[config.mk]
export PLATFORM = sky130hd
export DESIGN_NAME = lfd_regs
export DESIGN_NICKNAME = d
export VERILOG_FILES = /design/src/lfd_pkg.sv /design/src/lfd_regs.sv /design/src/lfd_sync.sv
export SDC_FILE = /design/constraint.sdc
export NUM_CORES = 1
export LEC_CHECK = 0
export ABC_AREA = 1
export ABC_CLOCK_PERIOD_IN_PS = 950
export BUFFER_PORTS_ARGS = -buffer_cell sky130_fd_sc_hd__clkbuf_2
export CAP_MARGIN = 20
export CORE_UTILIZATION = 40
export DETAILED_ROUTE_END_ITERATION = 8
export PLACE_DENSITY_LB_ADDON = 0.12
export SKIP_LAST_GASP = 1
export SLEW_MARGIN = 0
export SYNTH_ARGS = -nofsm -noshare
export SYNTH_HDL_FRONTEND = slang
export SYNTH_HIERARCHICAL = 1
export SYNTH_SLANG_ARGS = --single-unit
[constraint.sdc]
create_clock -name clock_i -period 0.95 [get_ports clock_i]
set_clock_uncertainty 0.15 [all_clocks]
set_input_delay 0.0475 -clock clock_i [delete_from_list [all_inputs] [get_ports clock_i]]
set_output_delay 0.0475 -clock clock_i [all_outputs]
set_load 0.005 [all_outputs]
[src/lfd_pkg.sv]
// Package with register map, field positions and carrier types
package lfd_pkg;
  // Register byte offsets
  localparam logic [7:0] LFD_OFS_STATUS = 8'h12;
  localparam logic [7:0] LFD_OFS_STATE = 8'h14;
  localparam logic [7:0] LFD_OFS_PWM_IN = 8'h16;
  localparam logic [7:0] LFD_OFS_PWM_OUT = 8'h18;
  // Status register field positions
  localparam int LFD_BIT_TMO_FLAG = 14;
  localparam int LFD_BIT_TMO_CLR = 13;
  localparam int LFD_BIT_CFG_FLAG = 12;
  localparam int LFD_BIT_CFG_CLR = 11;
  localparam int LFD_BIT_STR_FLAG = 10;
  localparam int LFD_BIT_STR_CLR = 9;
  localparam int LFD_BIT_GND = 8;
  localparam int LFD_BIT_SHORT = 7;
  localparam int LFD_BIT_OPEN = 6;
  localparam int LFD_STR_LSB = 0;
  localparam int LFD_NUM_STRINGS = 4;
  localparam logic [15:0] LFD_RESET_VAL = 16'h0000;
  // Live state codes
  localparam logic [4:0] LFD_ST_DISABLED = 5'h00;
  localparam logic [4:0] LFD_ST_REG_STARTUP = 5'h01;
  localparam logic [4:0] LFD_ST_FUSE_READ = 5'h02;
  localparam logic [4:0] LFD_ST_STANDBY = 5'h03;
  localparam logic [4:0] LFD_ST_CONV_FIRST = 5'h04;
  localparam logic [4:0] LFD_ST_CONV_LAST = 5'h0F;
  localparam logic [4:0] LFD_ST_NORMAL = 5'h10;
  localparam logic [4:0] LFD_ST_SHUTDOWN = 5'h11;
  localparam logic [4:0] LFD_ST_STATE_A = 5'h12;
  localparam logic [4:0] LFD_ST_ALL_FAULTED = 5'h13;
  localparam logic [4:0] LFD_ST_MAX = LFD_ST_ALL_FAULTED;

  // Raw fault events from the analog/core side
  typedef struct packed {
    logic serial_timeout;
    logic bad_string_cfg;
    logic ground_short;
    logic internal_short;
    logic open_string;
    logic [3:0] string_fault;
  } lfd_fault_type;

  // Register write/read request from the serial interface
  typedef struct packed {
    logic wr;
    logic rd;
    logic [7:0] addr;
    logic [15:0] wdata;
  } lfd_req_type;
endpackage

[src/lfd_regs.sv]
// Fault status and diagnostic register group of a four-string LED driver
//
// Overview of operation
// - Latch serial timeout fault in bit 14.
// - Paired write of bits 14,13 clears timeout.
// - Latch invalid string configuration in bit 12.
// - Paired write of bits 12,11 clears config fault.
// - Bit 10 sets on ground short, internal short or open string.
// - Paired write of bits 10,9 clears it.
// - Bit 8 shows ground short, read only.
// - Bit 7 internal short, cleared with bit 10.
// - Bit 6 open string, cleared with bit 10.
// - State register bits 4:0 show live state.
// - Read-only 16-bit measured input PWM duty.
// - Read-only 16-bit configured output PWM duty.
`timescale 1ns/1ns
module lfd_regs
  import lfd_pkg::*;
#(
  parameter int DUTY_WIDTH = 16
) (
  input wire logic clock_i,
  input wire logic rstn_i,
  input wire lfd_req_type req_i,
  input wire lfd_fault_type fault_i,
  input wire logic [4:0] live_state_code_i,
  input wire logic [DUTY_WIDTH-1:0] pwm_in_duty_i,
  input wire logic [DUTY_WIDTH-1:0] pwm_out_duty_i,
  output logic [15:0] rdata_o,
  output logic rvalid_o,
  output logic irq_o
);
  localparam int FAULT_W = $bits(lfd_fault_type);

  // Refuse any width other than 16, the width of the read port and the duty snapshots
  if (DUTY_WIDTH != 16) begin : g_bad_duty_width
    $error("lfd_regs: DUTY_WIDTH must be 16");
  end

  // Synchronised copy of the analog fault levels
  lfd_fault_type fault_sync;

  // Latched fault flags and their detail indicators
  logic tmo_flag_reg;
  logic tmo_flag_next;
  logic cfg_flag_reg;
  logic cfg_flag_next;
  logic str_flag_reg;
  logic str_flag_next;
  logic gnd_ind_reg;
  logic gnd_ind_next;
  logic short_ind_reg;
  logic short_ind_next;
  logic open_ind_reg;
  logic open_ind_next;
  logic [3:0] string_reg;
  logic [3:0] string_next;

  // Snapshots of the live diagnostics
  logic [4:0] state_reg;
  logic [4:0] state_next;
  logic [15:0] pwm_in_reg;
  logic [15:0] pwm_in_next;
  logic [15:0] pwm_out_reg;
  logic [15:0] pwm_out_next;

  // Read port and interrupt level
  logic [15:0] rdata_reg;
  logic [15:0] rdata_next;
  logic rvalid_reg;
  logic rvalid_next;
  logic irq_reg;
  logic irq_next;

  // Write decode and the assembled status word
  logic [15:0] status_view;
  logic status_wr;
  logic tmo_clr;
  logic cfg_clr;
  logic str_clr;

  // Fault inputs come from the analog side, so synchronise them first
  lfd_sync #(
    .WIDTH(FAULT_W)
  ) u_fault_sync (
    .clock_i(clock_i),
    .rstn_i(rstn_i),
    .async_i(fault_i),
    .sync_o(fault_sync)
  );

  // Decode paired status+clear writes; a lone status or clear is ignored
  always_comb begin
    status_wr = req_i.wr && (req_i.addr == LFD_OFS_STATUS);
    tmo_clr = status_wr && req_i.wdata[LFD_BIT_TMO_FLAG]
              && req_i.wdata[LFD_BIT_TMO_CLR];
    cfg_clr = status_wr && req_i.wdata[LFD_BIT_CFG_FLAG]
              && req_i.wdata[LFD_BIT_CFG_CLR];
    str_clr = status_wr && req_i.wdata[LFD_BIT_STR_FLAG]
              && req_i.wdata[LFD_BIT_STR_CLR];
  end

  // Sticky fault flags; a new event in the clear cycle wins
  always_comb begin
    tmo_flag_next = fault_sync.serial_timeout
                    | (tmo_flag_reg & ~tmo_clr);
    cfg_flag_next = fault_sync.bad_string_cfg
                    | (cfg_flag_reg & ~cfg_clr);
    str_flag_next = fault_sync.ground_short | fault_sync.internal_short
                    | fault_sync.open_string
                    | (str_flag_reg & ~str_clr);
    gnd_ind_next = fault_sync.ground_short;
    // Short and open indicators share the combined flag's clear
    short_ind_next = fault_sync.internal_short
                     | (short_ind_reg & ~str_clr);
    open_ind_next = fault_sync.open_string
                    | (open_ind_reg & ~str_clr);
  end

  // Per-string bits are live, not latched: software sees the present state
  for (genvar s = 0; s < LFD_NUM_STRINGS; s++) begin : g_string
    assign string_next[s] = fault_sync.string_fault[s];
  end

  // Live diagnostics are sampled each cycle; values from core logic
  always_comb begin
    state_next = live_state_code_i;
    pwm_in_next = pwm_in_duty_i;
    pwm_out_next = pwm_out_duty_i;
  end

  // Status word; reserved bits 15,5,4 and the clear bits read zero
  always_comb begin
    status_view = LFD_RESET_VAL;
    status_view[LFD_BIT_TMO_FLAG] = tmo_flag_reg;
    status_view[LFD_BIT_CFG_FLAG] = cfg_flag_reg;
    status_view[LFD_BIT_STR_FLAG] = str_flag_reg;
    status_view[LFD_BIT_GND] = gnd_ind_reg;
    status_view[LFD_BIT_SHORT] = short_ind_reg;
    status_view[LFD_BIT_OPEN] = open_ind_reg;
    status_view[LFD_STR_LSB +: LFD_NUM_STRINGS] = string_reg;
  end

  // Read mux; writes to reserved bits are simply dropped
  always_comb begin
    rvalid_next = req_i.rd;
    rdata_next = LFD_RESET_VAL;
    if (req_i.rd) begin
      unique case (req_i.addr)
        LFD_OFS_STATUS: rdata_next = status_view;
        LFD_OFS_STATE: rdata_next = {11'h000, state_reg};
        LFD_OFS_PWM_IN: rdata_next = pwm_in_reg;
        LFD_OFS_PWM_OUT: rdata_next = pwm_out_reg;
        default: rdata_next = LFD_RESET_VAL;
      endcase
    end
  end

  // Interrupt level follows the OR of latched flags
  always_comb begin
    irq_next = tmo_flag_next | cfg_flag_next | str_flag_next;
  end

  // Fault flags and short/open indicators; only reset or a paired clear drops them.
  // A clear racing a still-present fault loses, so no event is missed.
  always_ff @(posedge clock_i) begin
    if (!rstn_i) begin
      tmo_flag_reg <= 1'b0;
      cfg_flag_reg <= 1'b0;
      str_flag_reg <= 1'b0;
      gnd_ind_reg <= 1'b0;
      short_ind_reg <= 1'b0;
      open_ind_reg <= 1'b0;
      string_reg <= 4'h0;
    end else begin
      tmo_flag_reg <= tmo_flag_next;
      cfg_flag_reg <= cfg_flag_next;
      str_flag_reg <= str_flag_next;
      gnd_ind_reg <= gnd_ind_next;
      short_ind_reg <= short_ind_next;
      open_ind_reg <= open_ind_next;
      string_reg <= string_next;
    end
  end

  // Live diagnostic snapshots; reads lag the core by one cycle
  always_ff @(posedge clock_i) begin
    if (!rstn_i) begin
      state_reg <= LFD_ST_DISABLED;
      pwm_in_reg <= 16'h0000;
      pwm_out_reg <= 16'h0000;
    end else begin
      state_reg <= state_next;
      pwm_in_reg <= pwm_in_next;
      pwm_out_reg <= pwm_out_next;
    end
  end

  // Read port registers, so read data and its strobe leave a flip-flop
  always_ff @(posedge clock_i) begin
    if (!rstn_i) begin
      rdata_reg <= LFD_RESET_VAL;
      rvalid_reg <= 1'b0;
    end else begin
      rdata_reg <= rdata_next;
      rvalid_reg <= rvalid_next;
    end
  end

  // Interrupt level register
  always_ff @(posedge clock_i) begin
    if (!rstn_i) begin
      irq_reg <= 1'b0;
    end else begin
      irq_reg <= irq_next;
    end
  end

  // Outputs come straight from flip-flops
  assign rdata_o = rdata_reg;
  assign rvalid_o = rvalid_reg;
  assign irq_o = irq_reg;
endmodule // lfd_regs

[src/lfd_sync.sv]
// Two-flop synchroniser for a vector of asynchronous inputs
`timescale 1ns/1ns
module lfd_sync #(
  parameter int WIDTH = 9
) (
  input wire logic clock_i,
  input wire logic rstn_i,
  input wire logic [WIDTH-1:0] async_i,
  output logic [WIDTH-1:0] sync_o
);
  logic [WIDTH-1:0] stage1_reg;
  logic [WIDTH-1:0] stage1_next;
  logic [WIDTH-1:0] stage2_reg;
  logic [WIDTH-1:0] stage2_next;

  // Refuse an empty vector when the block is built
  if (WIDTH < 1) begin : g_bad_width
    $error("lfd_sync: WIDTH must be at least 1");
  end

  // First stage feeds only the second stage
  always_comb begin
    stage1_next = async_i;
    stage2_next = stage1_reg;
  end

  always_ff @(posedge clock_i) begin
    if (!rstn_i) begin
      stage1_reg <= '0;
      stage2_reg <= '0;
    end else begin
      stage1_reg <= stage1_next;
      stage2_reg <= stage2_next;
    end
  end

  assign sync_o = stage2_reg;
endmodule // lfd_sync
* Yosys cells after proc, flatten, opt, wreduce, memory -nomap -nowiden *
Cells that the tools add are included.

storage, ports and cells
  register bits = 83
  output and inout port bits = 18
  input port bits = 74

operators by class
  eq/ne operators = 4
  mux-type cells = 1
  bitwise gates (word level) = 17
  reduce and logical (&&, ||, !) cells = 8

operator list
  kind                  number
  $pmux W16 S4          1
  $eq A8 B5 Y1 const B  4
  $or A1 B1 Y1          9
  $logic_and A1 B1 Y1   7
  $and A1 B1 Y1         5
  $not A1 Y1            3
  $reduce_and A2 Y1     1

* Longest topological paths before layout *
  depth after elaboration = 9
  depth in mapped cells = 9
  depth with buffers taken out = 8

* Modules after synthesis *
The synthesis kept the hierarchy.

by module, submodules not included
  module    times used  seq. area each (µm²)  area an instance (µm²)  cells an instance
  lfd_regs  1           1301.2                2362.3                  301
  lfd_sync  1           360.3                 529.3                   56

* Worst setup path before layout *
Ideal clock, no wire load.

  path kind = input-to-reg
  start = input req_i[21] (netlist bit)
  end = register irq_reg, in the netlist irq_o
  required time = 0.680 ns
  path slack = -0.049 ns
  arrival = 0.729 ns
  stages on the path = 9
  cells stage by stage = inv_2 -> nand2_1 -> nor2_4 -> buf_4 -> nand4_1 -> nand2_1 -> nand2_1 -> nand2_1 -> nand3_1

on the way
  longest elaborated chain between the ends = 9
  elaborated cells on any way between the ends = 19
  those cells by class = 1 x eq/ne; 11 x bitwise; 7 x reduce/logical

RTL lines
  element                                        line                              text
  from (decl)                                    lfd_regs.sv:24                    input wire lfd_req_type req_i,
  $eq A8 B5 Y1 *                                 lfd_regs.sv:94                    status_wr = req_i.wr && (req_i.addr == LFD_OFS_STATUS);
  $logic_and A1 B1 Y1 *                          lfd_regs.sv:94
  $logic_and A1 B1 Y1, on equally long branches  lfd_regs.sv:95, lfd_regs.sv:97
  $logic_and A1 B1 Y1, on equally long branches  lfd_regs.sv:96, lfd_regs.sv:98
  $not A1 Y1, on equally long branches           lfd_regs.sv:106, lfd_regs.sv:108
  $and A1 B1 Y1, on equally long branches        lfd_regs.sv:106, lfd_regs.sv:108
  $or A1 B1 Y1, on equally long branches         lfd_regs.sv:106, lfd_regs.sv:108
  $or A1 B1 Y1                                   lfd_regs.sv:161                   irq_next = tmo_flag_next | cfg_flag_next | str_flag_next;
  $or A1 B1 Y1 *                                 lfd_regs.sv:161
  to (signal assigned)                           lfd_regs.sv:215                   irq_reg <= irq_next;
  to (decl)                                      lfd_regs.sv:72                    logic irq_reg;

Mark *: on every way between the ends. The rest lies on a longest branch, timed or not.
A chain may end at the register's enable or synchronous reset.

* Worst setup path after layout *
  start = register u_fault_sync.stage2_reg[4], in the netlist u_fault_sync/sync_o[4]
  end = register irq_reg, in the netlist irq_o

on the way
  longest elaborated chain between the ends = 3

RTL lines
  element                 line             text
  from (decl)             lfd_sync.sv:13   logic [WIDTH-1:0] stage2_reg;
  from (signal assigned)  lfd_sync.sv:33   stage2_reg <= stage2_next;
  $or A1 B1 Y1            lfd_regs.sv:110  | fault_sync.open_string
  $or A1 B1 Y1            lfd_regs.sv:111  | (str_flag_reg & ~str_clr);
  $or A1 B1 Y1            lfd_regs.sv:161

Every way passes these cells.

==> metrics.yaml <==
status: "complete, but fails checks"
violations: "hold timing, setup timing"
postSynthAreaPerCell_sq_um: 8.10
crit_family: "simple AND/OR/NAND/NOR gates"
cts_root_buf: "clkbuf_8"
cp_common_cell: "nand2_1"
relSlewSlack_pct: 80.5
clk_path_buf_depth: 2
total_power_uw: 6600
worstSkewPairLatency_ns: 0.34
min_path_type: "in2reg"
syn-num-nets: 431
synth_most_common_cell: "nand2_1"
cts_tree: "built"
leakage_uw: 0.00242
grt_max_degree: 31
peakVddDrop_mv: 1.04
gr-usage-all-layers_pct: 17.3
worst_r2r_endpoint: "irq_o"
ys_ff_latch: 83
wl_microns: 5980
core_sq_um: 6910
dp_hpwl_microns: 3900
hold_slack_ns: -0.0558
timing.rr.start: "u_fault_sync/sync_o[4]"
yosysTopAreaCell: "dfxtp_1"
ios: 92
first_global_vias: 2276
startpoint: "u_fault_sync/sync_o[4]"
r2r_slack_ns: -0.01
worst-path-buf-inv: 0
setup_viol: 5
synth_common_cells: "88 x nand2_1, 83 x dfxtp_1, 82 x inv_1, 55 x nand3_1, 7 x a21oi_1"
yosysSeqAreaShare_pct: 57.5
drt-wirelength-per-cell_microns: 9.97
ys_warn_count: 6
endpoint_kind: "flip-flop"
diodes: 0
initial_core_util_pct: 41.9
crit_slowest_cell: "dfxtp_2"
globalRouteMet1Util_pct: 20.7
die_area_sq_um: 7570
cpPeakStageDelay_ns: 0.33
vias: 2490
clk_pin_slew_ns: 0.08
synth-edff-count: 0
power-per-cell-area_nw_per_um2: 1530
maxCapViolCount: 0
crit_chain: "nor3_2 > nand2_1 > nand2_1 > nand3_1"
synthFlopType: "dfxtp_1"
critPathCapture: "irq_o"
syn_area_sq_um: 2890
fin_nets: 576
synth_top_area_share_pct: 57.5
timing.final.max_slew_violations: 0
reg2regPathDepth: 4
fp.dieH_microns: 87.0
final.fill_count: 613
drive_above_1_share_pct: 29.2
setup_ws_ns: -0.0121
critPathMaxFanout: 2
gr-usage-met2_pct: 28.0
final_core_utilization_pct: 62.4
viasPerCell: 4.15
clock.fmax_ghz: 1.04
cts_buffers: 9
cp.arrival_ns: 1.04
io_buffers: 81
cts_sinks: 83
grt_most_used_layer: "met2"
drc: 0
cp-start-kind: "flip-flop"
period_minus_slack_ns: 0.962
first_iter_violations: 71
critPathRequiredTime_ns: 1.02
overflow: 0
grt.met3_usage_pct: 5.59
ant_nets: 0
row_count: 30
antenna_found_initial: 0
syn2layout_area_growth_pct: 49.2
synthCells: 357
cts.htree.levels: 3
rsz0062_at_grt: "true"
period_share_pct: 101
dr.pass1.iters: 4
worst_slew_pin_slew_ns: 0.292
ys_async_sr_fraction_pct: 0
fp.dieW_microns: 87.0
path_depth: 4
hold_violations: 5
yosys.cell_types.count: 22
gp_congestion: 0.794
grt_pass1_wl_microns: 9870
critPathKind: "reg2reg"
synthTopCellsByArea: "dfxtp_1 57%, nand2_1 11%, inv_1 11%"
==> timing repair <==
item | CTS | global route
gates resized for setup | 1 | 17
setup buffers | 0 | 3
pin swaps | 0 | 11
endpoints found under the setup margin | 19 | 27
hold endpoints to repair | 56 | 4
hold buffers | 46 | 1
gates cloned | 0 | 1
==> worst min path at each step <==
| stage | start | end | slack (ns) | cells after the start |
|---|---|---|---|---|
| 2_1_floorplan | fault_i[7] | u_fault_sync/stage1_reg[7] | -0.009 | 2 |
| 3_3_place_gp | fault_i[5] | u_fault_sync/stage1_reg[5] | 0.08 | 3 |
| 3_5_place_dp | fault_i[7] | u_fault_sync/stage1_reg[7] | 0.08 | 3 |
| 4_1_cts | rstn_i | u_fault_sync/sync_o[8] | -0.08 | 4 |
| 5_1_grt | rstn_i | tmo_flag_reg | -0.02 | 4 |
| 6_report | rstn_i | cfg_flag_reg | -0.06 | 4 |
==> metal layers <==
| metal | wire (microns) | part of all wire (%) |
|---|---|---|
| met1 | 2770 | 46 |
| met2 | 2790 | 47 |
| met3 | 269 | 4.5 |
| met4 | 148 | 2.5 |
| met5 | 0 | 0 |
==> metrics by stage <==
step / TNS, ns / setup slack, ns / cell area (sq um) / hold slack (ns) / cells
2_1_floorplan: -0.0118 / -0.00977 / 2970 / -0.00905 / 357
3_3_place_gp: -5.27 / -0.278 / 3600 / 0.0777 / 536
3_5_place_dp: -5.67 / -0.296 / 3600 / 0.0805 / 536
4_1_cts: -0.332 / -0.0380 / 4230 / -0.0801 / 595
5_1_grt: -0.898 / -0.0827 / 4310 / -0.0171 / 600
6_report: -0.0442 / -0.0121 / 4310 / -0.0558 / 600
==> layout by cell type (no fill, tap or decap) <==
cell / count
clkinv_1: 1
buf_2: 3
inv_6: 2
inv_2: 3
buf_6: 1
dfxtp_2: 10
inv_1: 79
clkbuf_16: 1
nor2_2: 1
o21ai_0: 1
nor2_4: 3
a31oi_1: 4
o21ai_1: 1
nand2_2: 4
nor3_4: 1
clkbuf_2: 77
nor2_1: 2
nand2_1: 85
nand3_2: 2
inv_12: 3
nand3_1: 53
buf_12: 7
dlygate4sd3_1: 47
nor3_2: 1
clkbuf_8: 9
nand2_4: 3
bufinv_16: 1
buf_4: 13
clkbuf_1: 1
clkinvlp_4: 1
a21oi_1: 7
clkinv_2: 1
nand4_1: 3
dfxtp_1: 73
==> worst register-to-register path, delay by kind of cell (launching register included) <==
| family | cells | cell delay (ns) |
|---|---|---|
| flip-flops | 1 | 0.33 |
| AND/OR/NAND/NOR | 4 | 0.36 |
==> layout make-up <==
cell class                      count  area (sq um)  share of cell area, %
Timing Repair Buffer              149          1140                   26.5
Clock inverter                      3          42.5                  0.986
Inverter                           88           378                   8.76
Multi-Input combinational cell    171           826                   19.1
Tap cell                           96           120                   2.79
Clock buffer                       10           128                   2.96
Sequential cell                    83          1670                   38.8
==> report_power, final <==
group          switching [uW]  leakage, uW  internal, uW  total (uW)
registers                46.3     0.000689          3630        3670
logic                     291      0.00165           364         655
clock network            1100    0.0000841          1170        2270
==> cell families (layout without fill, tap and decap cells) <==
family,after synthesis,in the layout,synth area share (%)
simple gates,158,158,24.8
buf+inv,103,250,15.3
flops,83,83,57.5
compound gates,13,13,2.42
No activity file was read; power rests on OpenSTA's default activity.
